**src/mtc_pkg.sv**
```systemverilog
// Purpose: constants for the multi-turn clear trigger
// Assumes: one control clock, synchronous active-high reset
// Notes: object indices and sub-indices are kept as named constants
package mtc_pkg;
  localparam logic [15:0] IDX_START = 16'h4D00;
  localparam logic [15:0] IDX_SETTING = 16'h4D01;
  localparam logic [7:0] SUB_COUNT = 8'h00;
  localparam logic [7:0] SUB_FLAGS_A = 8'h01;
  localparam logic [7:0] SUB_FLAGS_B = 8'h02;
  localparam logic [7:0] SUB_MAKER = 8'h03;
  localparam logic [7:0] ENTRY_COUNT = 8'h03;
  localparam int START_BIT = 9;
  localparam int ATTAINED_BIT = 12;
  localparam logic [15:0] FN_NONE = 16'h0000;
  localparam logic [15:0] FN_MT_CLEAR = 16'h0031;
  localparam logic [31:0] ABORT_STATE = 32'h0800_0022;
  localparam logic [31:0] ABORT_NO_OBJECT = 32'h0602_0000;
  localparam logic [31:0] FLAGS_RESET = 32'h0000_0000;
  localparam logic [15:0] CODE_RESET = 16'h0000;
  localparam logic [22:0] HALF_TURN = 23'h40_0000;
  localparam logic [22:0] NEAR_WINDOW = 23'h10_0000;
  localparam int CLEAR_TIME_US = 10;
  localparam int CLK_MHZ = 100;
  localparam int CLEAR_CYCLES = CLEAR_TIME_US * CLK_MHZ;
  typedef enum logic [1:0] {MTC_IDLE, MTC_RUN, MTC_DONE} mtc_state_t;
endpackage

```
**src/mtc_edge_if.sv**
```systemverilog
`timescale 1ns/1ps
// Purpose: carries the start bit sample and the qualified edge
// Assumes: one clock
// Notes: used between the top and its edge detector
interface mtc_edge_if;
  logic level;
  logic busy;
  logic rise;
  modport det (input level, input busy, output rise);
  modport top (output level, output busy, input rise);
endinterface

```
**src/mtc_edge_det.sv**
```systemverilog
`timescale 1ns/1ps
// Purpose: rising edge detector for the start bit
// Assumes: level synchronous to the clock
// Notes: edges while busy are dropped
module mtc_edge_det (
  // clock and reset
  input wire logic i_ref_clk,
  input wire logic i_srst,
  // edge carrier
  mtc_edge_if.det eif
);
  logic prev;

  // previous sample held for compare
  always_ff @(posedge i_ref_clk) begin
    if (i_srst) begin
      prev <= 1'b0;
    end else begin
      prev <= eif.level;
    end
  end

  assign eif.rise = eif.level && !prev && !eif.busy;

  property p_edge_only;
    @(posedge i_ref_clk) disable iff (i_srst)
      eif.rise |-> !$past(eif.level);
  endproperty
  a_edge_only: assert property (p_edge_only) else $error("start without 0 to 1");
endmodule

```
**src/mtc_trigger.sv**
```systemverilog
`timescale 1ns/1ps
// Purpose: special function start objects and multi-turn clear sequencing
// Assumes: object writes are single-cycle strobes from the fieldbus stack
// Notes: abort answer comes the cycle after the write strobe
// Function
// - new zero set at clockwise-side multi-turn transition of current zone
// - service tool clear raises absolute-clear alarm
// - request is code 0031h then bit9 of start flag 1 rising
// - only a 0-to-1 edge of bit9 starts the function
// - a started function runs to completion regardless of bit9
// - in homing mode attained bit drops when clear starts
// - in homing mode attained bit returns when clear completes
// - setting object is 16-bit read-write, full range
// - start flag 1 is 32-bit read-write, all modes
// - reject with 08000022h on servo-on, busy, incremental, probe, single-turn
// - abort leaves setting object unchanged
module mtc_trigger #(
  parameter int CLEAR_CYCLES = mtc_pkg::CLEAR_CYCLES
) (
  // clock and reset
  input wire logic i_ref_clk,
  input wire logic i_srst,
  // object dictionary access
  input wire logic i_od_wr,
  input wire logic i_od_rd,
  input wire logic [15:0] i_od_index,
  input wire logic [7:0] i_od_sub,
  input wire logic [31:0] i_od_wdata,
  output logic [31:0] o_od_rdata,
  output logic o_od_ack,
  output logic o_od_abort,
  output logic [31:0] o_od_abort_code,
  // drive state
  input wire logic i_servo_on,
  input wire logic i_incremental_enc,
  input wire logic i_touch_probe_active,
  input wire logic i_single_turn_abs,
  input wire logic i_homing_mode,
  input wire logic i_homing_attained,
  input wire logic i_tool_clear_busy,
  input wire logic i_tool_clear_req,
  input wire logic [22:0] i_single_turn,
  // encoder and status
  output logic o_mt_clear,
  output logic o_zero_clockwise_side,
  output logic o_clear_busy,
  output logic o_clear_done,
  output logic o_abs_clear_alarm,
  output logic o_near_half_turn,
  output logic o_status_attained
);
  mtc_pkg::mtc_state_t state;
  logic [31:0] special_start_flags_a;
  logic [31:0] special_start_flags_b;
  logic [31:0] maker_reserved_word;
  logic [15:0] special_function_code;
  logic [$clog2(CLEAR_CYCLES+1)-1:0] cnt;
  logic running;
  logic start_ok;
  logic reject;
  logic wr_flags_a;
  logic raw_rise;
  logic [31:0] flags_a_next;
  mtc_edge_if eif();

  function automatic logic hit(input logic [15:0] idx, input logic [7:0] sub,
                               input logic [15:0] ti, input logic [7:0] ts);
    hit = (idx == ti) && (sub == ts);
  endfunction

  assign running = (state != mtc_pkg::MTC_IDLE);
  assign wr_flags_a = i_od_wr && hit(i_od_index, i_od_sub, mtc_pkg::IDX_START,
                                     mtc_pkg::SUB_FLAGS_A);
  assign flags_a_next = wr_flags_a ? i_od_wdata : special_start_flags_a;
  assign eif.level = flags_a_next[mtc_pkg::START_BIT];
  assign eif.busy = running;

  mtc_edge_det u_edge (
    .i_ref_clk(i_ref_clk),
    .i_srst(i_srst),
    .eif(eif)
  );

  // clear request checks; a request while our own clear runs is refused too
  assign raw_rise = wr_flags_a && i_od_wdata[mtc_pkg::START_BIT] &&
                    !special_start_flags_a[mtc_pkg::START_BIT];
  assign reject = raw_rise &&
                  (special_function_code == mtc_pkg::FN_MT_CLEAR) &&
                  (running || i_servo_on || i_tool_clear_busy || i_incremental_enc ||
                   i_touch_probe_active || i_single_turn_abs);
  assign start_ok = eif.rise && !reject &&
                    (special_function_code == mtc_pkg::FN_MT_CLEAR);

  // object storage
  always_ff @(posedge i_ref_clk) begin
    if (i_srst) begin
      special_start_flags_a <= mtc_pkg::FLAGS_RESET;
      special_start_flags_b <= mtc_pkg::FLAGS_RESET;
      maker_reserved_word <= mtc_pkg::FLAGS_RESET;
    end else if (i_od_wr && i_od_index == mtc_pkg::IDX_START) begin
      case (i_od_sub)
        mtc_pkg::SUB_FLAGS_A: special_start_flags_a <= i_od_wdata;
        mtc_pkg::SUB_FLAGS_B: special_start_flags_b <= i_od_wdata;
        mtc_pkg::SUB_MAKER: maker_reserved_word <= i_od_wdata;
        default: special_start_flags_a <= special_start_flags_a;
      endcase
    end
  end

  // function code: written value kept, cleared on success
  always_ff @(posedge i_ref_clk) begin
    if (i_srst) begin
      special_function_code <= mtc_pkg::CODE_RESET;
    end else if (state == mtc_pkg::MTC_DONE) begin
      special_function_code <= mtc_pkg::FN_NONE;
    end else if (i_od_wr && hit(i_od_index, i_od_sub, mtc_pkg::IDX_SETTING,
                                mtc_pkg::SUB_COUNT)) begin
      special_function_code <= i_od_wdata[15:0];
    end
  end

  // clear sequence
  always_ff @(posedge i_ref_clk) begin
    if (i_srst) begin
      state <= mtc_pkg::MTC_IDLE;
      cnt <= '0;
    end else begin
      case (state)
        mtc_pkg::MTC_IDLE: begin
          cnt <= '0;
          if (start_ok) begin
            state <= mtc_pkg::MTC_RUN;
          end
        end
        mtc_pkg::MTC_RUN: begin
          cnt <= cnt + 1'b1;
          if (cnt == ($clog2(CLEAR_CYCLES+1))'(CLEAR_CYCLES - 1)) begin
            state <= mtc_pkg::MTC_DONE;
          end
        end
        mtc_pkg::MTC_DONE: state <= mtc_pkg::MTC_IDLE;
        default: state <= mtc_pkg::MTC_IDLE;
      endcase
    end
  end

  // encoder commands and status
  always_ff @(posedge i_ref_clk) begin
    if (i_srst) begin
      o_mt_clear <= 1'b0;
      o_zero_clockwise_side <= 1'b0;
      o_clear_done <= 1'b0;
      o_abs_clear_alarm <= 1'b0;
      o_near_half_turn <= 1'b0;
    end else begin
      o_mt_clear <= start_ok;
      o_zero_clockwise_side <= start_ok;
      o_clear_done <= (state == mtc_pkg::MTC_DONE);
      o_abs_clear_alarm <= i_tool_clear_req;
      o_near_half_turn <= (i_single_turn > mtc_pkg::HALF_TURN - mtc_pkg::NEAR_WINDOW) &&
                          (i_single_turn < mtc_pkg::HALF_TURN + mtc_pkg::NEAR_WINDOW);
    end
  end

  assign o_clear_busy = running;
  // homing attained forced low while clearing in homing mode
  assign o_status_attained = i_homing_attained &&
                             !(i_homing_mode && running);

  // read and answer path
  always_ff @(posedge i_ref_clk) begin
    if (i_srst) begin
      o_od_rdata <= '0;
      o_od_ack <= 1'b0;
      o_od_abort <= 1'b0;
      o_od_abort_code <= '0;
    end else begin
      o_od_ack <= (i_od_wr || i_od_rd);
      o_od_abort <= 1'b0;
      o_od_abort_code <= '0;
      if (reject) begin
        o_od_abort <= 1'b1;
        o_od_abort_code <= mtc_pkg::ABORT_STATE;
      end
      if (i_od_rd) begin
        if (hit(i_od_index, i_od_sub, mtc_pkg::IDX_START, mtc_pkg::SUB_COUNT)) begin
          o_od_rdata <= {24'h00_0000, mtc_pkg::ENTRY_COUNT};
        end else if (hit(i_od_index, i_od_sub, mtc_pkg::IDX_START, mtc_pkg::SUB_FLAGS_A)) begin
          o_od_rdata <= special_start_flags_a;
        end else if (hit(i_od_index, i_od_sub, mtc_pkg::IDX_START, mtc_pkg::SUB_FLAGS_B)) begin
          o_od_rdata <= special_start_flags_b;
        end else if (hit(i_od_index, i_od_sub, mtc_pkg::IDX_START, mtc_pkg::SUB_MAKER)) begin
          o_od_rdata <= maker_reserved_word;
        end else if (hit(i_od_index, i_od_sub, mtc_pkg::IDX_SETTING, mtc_pkg::SUB_COUNT)) begin
          o_od_rdata <= {16'h0000, special_function_code};
        end else begin
          o_od_rdata <= '0;
          o_od_abort <= 1'b1;
          o_od_abort_code <= mtc_pkg::ABORT_NO_OBJECT;
        end
      end
    end
  end

  property p_reject_keeps_code;
    @(posedge i_ref_clk) disable iff (i_srst)
      reject && (state != mtc_pkg::MTC_DONE) |=>
        (special_function_code == $past(special_function_code));
  endproperty
  a_reject_keeps_code: assert property (p_reject_keeps_code) else $error("abort changed code");

  property p_reject_code;
    @(posedge i_ref_clk) disable iff (i_srst)
      reject |=> o_od_abort && o_od_abort_code == mtc_pkg::ABORT_STATE;
  endproperty
  a_reject_code: assert property (p_reject_code) else $error("missing state abort");

  property p_no_start_servo_on;
    @(posedge i_ref_clk) disable iff (i_srst)
      i_servo_on && !running |=> !running;
  endproperty
  a_no_start_servo_on: assert property (p_no_start_servo_on) else $error("started in servo on");

  property p_runs_on;
    @(posedge i_ref_clk) disable iff (i_srst)
      $rose(running) |-> running[*8];
  endproperty
  a_runs_on: assert property (p_runs_on) else $error("clear stopped early");

  property p_done_zero;
    @(posedge i_ref_clk) disable iff (i_srst)
      state == mtc_pkg::MTC_DONE |=> special_function_code == mtc_pkg::FN_NONE;
  endproperty
  a_done_zero: assert property (p_done_zero) else $error("code not zeroed");

  property p_attained_low;
    @(posedge i_ref_clk) disable iff (i_srst)
      i_homing_mode && running |-> !o_status_attained;
  endproperty
  a_attained_low: assert property (p_attained_low) else $error("attained high while clearing");

  property p_attained_back;
    @(posedge i_ref_clk) disable iff (i_srst)
      state == mtc_pkg::MTC_DONE && i_homing_mode |=> (o_status_attained == i_homing_attained);
  endproperty
  a_attained_back: assert property (p_attained_back) else $error("attained not restored");

  property p_start_pulse;
    @(posedge i_ref_clk) disable iff (i_srst)
      start_ok |=> o_mt_clear && o_zero_clockwise_side ##1 !o_mt_clear;
  endproperty
  a_start_pulse: assert property (p_start_pulse) else $error("clear command pulse wrong");
endmodule

```
**config.mk**
```make
export PLATFORM = sky130hd
export DESIGN_NAME = mtc_trigger
export DESIGN_NICKNAME = d
export VERILOG_FILES = /design/src/mtc_pkg.sv /design/src/mtc_edge_if.sv /design/src/mtc_edge_det.sv /design/src/mtc_trigger.sv
export SDC_FILE = /design/constraint.sdc
export NUM_CORES = 1
export LEC_CHECK = 0
export ABC_AREA = 1
export BUFFER_PORTS_ARGS = -buffer_cell sky130_fd_sc_hd__buf_4
export CAP_MARGIN = 40
export CORE_MARGIN = 5
export CORE_UTILIZATION = 50
export CTS_BUF_LIST = sky130_fd_sc_hd__clkbuf_4
export DETAILED_ROUTE_END_ITERATION = 12
export PLACE_DENSITY = 0.79
export SLEW_MARGIN = 20
export SYNTH_ARGS = -nofsm -noshare
export SYNTH_HDL_FRONTEND = slang
export SYNTH_SLANG_ARGS = --single-unit
```
**constraint.sdc**
```tcl
create_clock -name i_ref_clk -period 3.9 [get_ports i_ref_clk]
set_input_delay 0.195 -clock i_ref_clk [delete_from_list [all_inputs] [get_ports i_ref_clk]]
set_output_delay 0.195 -clock i_ref_clk [all_outputs]
set_load 0.1 [all_outputs]
```
# Yosys cells after proc, flatten, opt, wreduce, memory -nomap -nowiden
# Cells that the tools add are included.
# op_classes
n_reduce_logical	39
n_mux	24
shifts	0
n_bitwise	0
add_sub_neg	1
div_mod_pow	0
eq_ne	11
n_lt_le_gt_ge	2
multipliers	0
# op_table
operator	count
32-bit two-way mux	10
16-bit by 15-bit == test with 1-bit output (second input constant)	2
28-bit two-way mux	1
23-bit by 22-bit > comparator with 1-bit output (second input constant)	1
23-bit less-than comparator (second input constant)	1
10-bit case mux with 2 select lines	1
1-bit logical AND	19
16-bit by 6-bit == test with 1-bit output (second input constant)	1
8-bit by 2-bit == test with 1-bit output (second input constant)	2
16-bit two-way mux	1
10-bit by 1-bit adder with 10-bit output (second input constant)	1
10-bit == test (second input constant)	1
10-bit two-way mux	1
8-bit by 1-bit == test with 1-bit output (second input constant)	1
8-bit logical NOT	1
2-bit AND reduction	4
1-bit two-way mux	7
1-bit logical OR	6
1-bit logical NOT	5
2-bit two-way mux	2
2-bit != test (second input constant)	2
2-bit case mux with 2 select lines	1
2-bit nonzero test	2
2-bit by 1-bit == test with 1-bit output (second input constant)	1
3 further kinds	3
# totals
mem_count	0
latchBits	0
wordCells	92
romBits	0
output_inout_bits	73
mem_bits_rw	0
register_bits	195

# Longest topological paths before layout
# Gate-level depths: netlist of run 1.
# depth
depth_word	14
depth_mapped	13
ltp_nobuf	12

# Modules after synthesis
# A second synthesis of run 1 with hierarchy kept.
# hier_totals
hier_cells	1031
hier_area_um2	7453.4
# modules_own_cells
module	area_per_inst_um2	seq_area_each_um2	cells_each	instances
mtc_trigger	7412.1	3283.1	1025	1
mtc_edge_det	41.3	20.0	6	1

# Worst setup path after synthesis of run 1
# Ideal clock, no wire load.
# synth_timing
path_type	register -> output
start	register state[1]
end	output port o_status_attained
slack_ns	0.303
path_buffers	1
required_ns	3.705
t_arrival_ns	3.402
stages_incl_launch_ff	5
path_cell_list	dfxtp_1 -> buf_2 -> nor2_1 -> inv_1 -> a21boi_0
# synth_via
elab_chain_len	4
# synth_lines
item	line	rtl
start: declaration	mtc_trigger.sv:52	mtc_pkg::mtc_state_t state;
start signal: assignment	mtc_trigger.sv:125	state <= mtc_pkg::MTC_IDLE;
start signal: assignment	mtc_trigger.sv:132	state <= mtc_pkg::MTC_RUN;
start signal: assignment	mtc_trigger.sv:138	state <= mtc_pkg::MTC_DONE;
2-bit nonzero test	mtc_trigger.sv:71	assign running = (state != mtc_pkg::MTC_IDLE);
net o_clear_busy	mtc_trigger.sv:46	output logic o_clear_busy,
1-bit logical AND	mtc_trigger.sv:168	!(i_homing_mode && running);
1-bit logical NOT	mtc_trigger.sv:168	
1-bit logical AND	mtc_trigger.sv:167	assign o_status_attained = i_homing_attained &&
end: declaration	mtc_trigger.sv:50	output logic o_status_attained
# The timed path passes the listed nets, and every way through them passes these cells.

# Worst setup path after layout of run 1
# layout_timing
start	register state[1]
end	output port o_status_attained
# layout_via
elab_chain_len	4
# layout_lines
item	line
2-bit nonzero test	mtc_trigger.sv:71
1-bit logical AND	mtc_trigger.sv:168
1-bit logical NOT	mtc_trigger.sv:168
1-bit logical AND	mtc_trigger.sv:167
# Every way passes these cells.

==> impl_results.md, run 1 <==
* H-Tree Depth at 4
* Routed len/inst at 14.2 um
* WP data required at 3.70 ns
* Die Width at 131 um
* Root Driver: clkbuf_4
* GP Congestion at 0.823
* CTS Buf Count at 17
* Max Fclk at 464 MHz
* Clk_lat worst skew at 0.58 ns
* RR Startpoint: cnt[0]
* Gr usage total at 0.222
* Syn Area/Cell at 7.19 sq um
* Drt drc at 0
* Pleak at 3.96 nW
* Yosys top cell area share at 0.449
* Max cap viols at 0
* Worst Min Path Start: i_srst
* Die H at 131 um
* Ys Warns at 0
* Hold WC Path Type: primary input to register
* Status: complete, no violations
* Final ANT Viol Nets at 0
* Crit path capture type: output pin
* Reg clk slew, reported paths at 0.13 ns
* DR iter-0 viols at 543
* P&R area growth vs syn at 21.0%
* Worst Skew at 0.0170 ns
* RSZ-0062 raised after global routing: false
* Peak supply drop at 264 uV
* Top post-synthesis cells by area: dfxtp_1 45%, nand2_1 9.6%, nor2_1 9.6%
* Hold Path Depth at 2
* DR vias at 7018
* Cells resized by post-CTS repair at 0
* Post-synthesis cell type count at 36
* NumNets Final at 1250
* Flop2flop setup slack at 2.34 ns
* DP Wirelength at 13.0 mm
* Number of iterations in the first detailed-routing pass at 5
* Worst reg2reg path depth at 7
* Area after DPL at 0.00823 sq mm
* WL final at 19.2 mm
* Core area at 0.0145 sq mm
* Pwr Total at 3.15 mW
* Worst setup SP type: register
* Initial antenna violation count at 1
* Finished Cell Area at 0.00891 sq mm
* Reg2reg end: cnt[6]
* Non-Filler Instances at 1356
* Post-route minimum period at 2.15 ns
* Critical path arrival at 1.96 ns
* Setup TNS at 0 ns
* Final number of setup-violating endpoints at 0
* FF+latch count, synth at 165
* Fin. Hold Viols at 0
* CTS tree: built
* Initial Util at 0.509
* Share of cells above drive strength 1 at 0.175
* CTS sink cnt at 165
* Least-Margin Pin Slew at 0.806 ns
* CP max FO at 8
* Global-route wire length before repair at 32.5 mm
* Most area-hungry cell type in the Yosys netlist: dfxtp_1
* Largest net degree at the start of global routing at 54
* Final Slew Violations at 0
* Ports at 164
* Synthesized instance count at 1024
* IO Port Bufs at 137
* Relative slew slack at 0.462
* Worst setup path class: register to output pin
* Overflow after GRT at 0
* Clock Path Buffers at 2
* Hold Buf Count CTS at 37
* Vias per cell at 5.18
* Vias in the first global route at 6635
* Num rows at 44
* Cell Area, Synth at 0.00736 sq mm
* Die area at 0.0173 sq mm
* Pwr/cell area at 353 mW/mm^2
* Cell total after placement at 1286
* Register area share after synthesis at 0.449
* Post-CTS Setup Bufs at 0
* WHS Endpoint: o_abs_clear_alarm
* Tcrit/Tclk final at 0.552
* Most frequent cells in the layout: 188 x nor2_1, 188 x nand2_1, 165 x dfxtp_1
cell usage after synthesis:
cell type	instances
nor2_8	1
a21boi_0	2
nor4_1	3
nand2_1	188
buf_1	3
clkinv_1	1
buf_4	35
nand3_1	45
a21oi_1	99
a211oi_2	4
ha_1	1
clkbuf_1	19
a211oi_1	13
o211a_1	1
nand2_2	4
a31oi_1	1
buf_6	8
o21ai_0	74
nand3_2	3
nor2_4	5
inv_2	5
and3_1	2
nor2_2	6
dfxtp_1	165
a221oi_1	1
nand3b_1	2
inv_1	58
xnor2_1	1
conb_1	1
o21a_1	1
o21ai_1	29
nand2_4	1
nor2_1	188
nor3_1	10
buf_2	27
nand4_1	17
worst max path at each step:
stage | slack (ns) | start | cells after the start | endpoint
floorplan | 0.30 | state[1] | 4 | o_status_attained
global placement | 1.30 | i_od_index[3] | 9 | maker_reserved_word[25]
detailed placement | 1.22 | i_od_index[3] | 9 | maker_reserved_word[26]
CTS | 1.70 | state[1] | 4 | o_status_attained
global route | 1.60 | state[1] | 4 | o_status_attained
finish | 1.75 | state[1] | 4 | o_status_attained
critical path, stage by stage (launching register included):
cell      delay [ns]
dfxtp_1         0.41
nor2_1          0.32
inv_1           0.16
a21boi_0        0.18
buf_4           0.31
cells by family after synthesis:
logic type,share of synthesized area
compound gates,0.164
xor+xnor,0.00119
fa+ha+maj,0.00170
buf+inv,0.110
flops,0.449
other cells,0.000509
simple gates,0.274
through the flow:
step / util / worst slack [ns] / hold WS [ns]
after global placement: 0.566 / 1.30 / 0.405
after CTS: 0.616 / 1.70 / 0.0411
after detailed placement: 0.568 / 1.22 / 0.417
after floorplan: - / 0.303 / 0.302
after global routing: 0.616 / 1.60 / 0.0677
final: 0.616 / 1.75 / 0.0675
routing by layer:
metal / vias to the layer above / GRT usage / part of all wire
met1: 3178 / 0.295 / 0.45
met2: 255 / 0.356 / 0.46
met4: 0 / 0.0760 / 0.020
li1: 3557 / - / -
met5: - / 0 / 0
met3: 28 / 0.0550 / 0.070
sequential cells by signal (all words and copies together), names as in the netlist:
name                   count
cnt                       10
o_near_half_turn           1
special_function_code     16
o_abs_clear_alarm          1
o_od_ack                   1
o_zero_clockwise_side      1
special_start_flags_a     32
o_od_abort                 1
state                      2
o_od_rdata                32
special_start_flags_b     32
o_od_abort_code            2
o_clear_done               1
u_edge.prev                1
maker_reserved_word       32
power by group:
part	internal (mW)	total [mW]	switching [mW]
combinational	0.107	0.353	0.246
clock	0.500	1.10	0.602
sequential	1.69	1.69	0.00177
total	2.30	3.15	0.850
layout make-up:
cell class	count	area, sq um
Sequential cell	165	3300
Multi-Input combinational cell	728	3340
Clock inverter	15	188
Clock buffer	17	128
Tap cell	184	230
Timing Repair Buffer	182	1480
Fill cell	1320	5560
Inverter	64	240
Antenna cell	1	2.50
Note: power is estimated with default switching activity, not from simulation.
==> run 2, diff against run 1 <==
--- a/config.mk
+++ b/config.mk
@@ -12,7 +12,7 @@
 export CORE_UTILIZATION = 50
 export CTS_BUF_LIST = sky130_fd_sc_hd__clkbuf_4
 export DETAILED_ROUTE_END_ITERATION = 12
-export PLACE_DENSITY = 0.79
+export PLACE_DENSITY = 0.81
 export SLEW_MARGIN = 20
 export SYNTH_ARGS = -nofsm -noshare
 export SYNTH_HDL_FRONTEND = slang
==> constraint.sdc (replaced) <==
create_clock -name i_ref_clk -period 1.76 [get_ports i_ref_clk]
set_input_delay 0.088 -clock i_ref_clk [delete_from_list [all_inputs] [get_ports i_ref_clk]]
set_output_delay 0.088 -clock i_ref_clk [all_outputs]
set_load 0.1 [all_outputs]
==> impl_results.md, run 2 (same netlist as run 1, synthesis figures left out) <==
* Initial antenna violation count at 0 (-1)
* Pwr Total at 6.80 mW (+120%)
* GP Congestion at 0.861 (+4.6%)
* Setup ws final at 0.0720 ns (-1.67 ns)
* Final Slew Violations at 0 (unchanged)
* Antenna diodes at 0 (-1)
* Clk_lat worst skew at 0.57 ns (about the same)
* Register Area at 0.00331 sq mm (+0.23%)
* Final number of setup-violating endpoints at 0 (unchanged)
* Overflow after GRT at 0 (unchanged)
* Worst setup SP type: primary input
* P&R area growth vs syn at 25.3%
* DR vias at 7214 (+2.8%)
* Routed len/inst at 14.7 um (+3.7%)
* Worst hold slack at 0.125 ns (+0.0574 ns)
* Ports at 164 (unchanged)
* Filler instances at 1282 (-2.9%)
* Status: complete, no violations
* Finished Cell Area at 0.00923 sq mm (+3.5%)
* Root Driver: clkbuf_4
* Core area at 0.0145 sq mm (unchanged)
* WP data required at 2.26 ns (-1.44 ns)
* Commonest non-fill, non-tap cell in the layout: nand2_1
* Die Width at 131 um (unchanged)
* Worst Skew at 0.0221 ns (+0.00509 ns)
* Clock Path Buffers at 2 (unchanged)
* Initial Util at 0.509 (unchanged)
* RSZ-0062 raised after global routing: false
* Gr usage total at 0.232 (+0.00918)
* Max cap viols at 0 (unchanged)
* Pleak at 4.12 nW (+4.1%)
* Die area at 0.0173 sq mm (unchanged)
* Peak supply drop at 504 uV (+91%)
* Final ANT Viol Nets at 0 (unchanged)
* DP Wirelength at 13.8 mm (+6.2%)
* Hold WC Path Type: primary input to register
* Drt drc at 0 (unchanged)
* Reg clk slew, reported paths at 0.11 ns (-0.02 ns)
* Fin. Hold Viols at 0 (unchanged)
* Crit path capture type: register
* Num rows at 44 (unchanged)
* Worst setup path class: primary input to register
* Vias per cell at 5.21 (+0.64%)
* CTS Buf Count at 17 (unchanged)
* H-Tree Depth at 4 (unchanged)
* NumNets Final at 1282 (+2.6%)
* Max Fclk at 592 MHz
* Most frequent cells in the layout: 188 x nand2_1, 187 x nor2_1, 166 x buf_4
* Die H at 131 um (unchanged)
* Critical path arrival at 2.19 ns (+0.23 ns)
* CTS tree: built
* CTS sink cnt at 165 (unchanged)
* Global-route wire length before repair at 33.6 mm (+3.5%)
* IO Port Bufs at 137 (unchanged)
* Pwr/cell area at 736 mW/mm^2 (+110%)
* Area of the multi-input gates at 0.00336 sq mm (+0.56%)
* DR iter-0 viols at 475 (-13%)
* Vias in the first global route at 6929 (+4.4%)
* Setup TNS at 0 ns (unchanged)
* Number of iterations in the first detailed-routing pass at 6 (+1)
* Tcrit/Tclk final at 0.959
* Pre-CTS setup slack at 0.0544 ns (-1.17 ns)
* CP max FO at 2 (-6)
* Area after DPL at 0.00850 sq mm (+3.4%)
* Post-route minimum period at 1.69 ns
* Share of cells above drive strength 1 at 0.197 (+0.0214)
* WL final at 20.3 mm (+5.9%)
* Largest net degree at the start of global routing at 62 (+15%)
## run 2: cell count changes in the layout (fill, tap and decap cells not counted), sizes merged
cell         previous run  this run
inv                    63        62
clkbuf                 17        18
dlygate4sd3            37        39
bufinv                  4         3
clkinv                  9         8
diode                   1         0
buf                   145       175
## run 2: critical path, cell delays in order
cell and delay, ns:
dlygate4sd3_1 0.54, buf_4 0.14, o21a_1 0.15, dlygate4sd3_1 0.55
nor3_1 0.16, dlygate4sd3_1 0.57
## run 2: final timing paths
kind / cells after the start / from / slack, ns / to
setup reg to reg: 8 / state[1] / 0.21 / state[0]
setup / recovery: 6 / i_single_turn[20] / 0.07 / o_near_half_turn
hold / removal: 7 / i_single_turn_abs / 0.12 / o_od_abort_code[5]
hold reg to reg: 2 / o_od_rdata[9] / 0.48 / o_od_rdata[9]
## run 2: cell type report
| class | count | share of cell area |
|---|---|---|
| inverter | 64 | 0.0264 |
| tap | 184 | 0.0249 |
| sequential | 165 | 0.359 |
| clock buffer | 18 | 0.0146 |
| clock inverter | 12 | 0.0150 |
| timing repair buffer | 214 | 0.196 |
| multi-input combinational | 728 | 0.364 |
## run 2: layer usage
| layer | GRT usage | share of wire | vias up |
|---|---|---|---|
| met3 | 0.0738 | 0.086 | 46 |
| met1 | 0.282 | 0.42 | 3254 |
| met5 | 0 | 0 | - |
| met2 | 0.394 | 0.48 | 303 |
| met4 | 0.0669 | 0.021 | 0 |
| li1 | - | - | 3611 |
## run 2: timing repair
action | in CTS | in global routing
pin swaps | 1 | 2
hold buffers | 39 | 0
endpoints found under the hold margin | 138 | 0
buffers inserted | 3 | 2
gates resized for setup | 4 | 4
endpoints found under the setup margin | 2 | 2
## run 2: through the flow
step                      utilization  instances
after floorplan                     -       1049
after global placement          0.587       1311
after detailed placement        0.587       1311
after CTS                       0.636       1383
after global routing            0.637       1385
final                           0.637       1385
## run 2: report_power, final
part | switching [mW] | internal (mW) | leakage [nW]
Clock | 1.29 | 0.962 | 0.144
Combinational | 0.550 | 0.252 | 2.65
Sequential | 0.00425 | 3.74 | 1.33
Total | 1.84 | 4.95 | 4.12
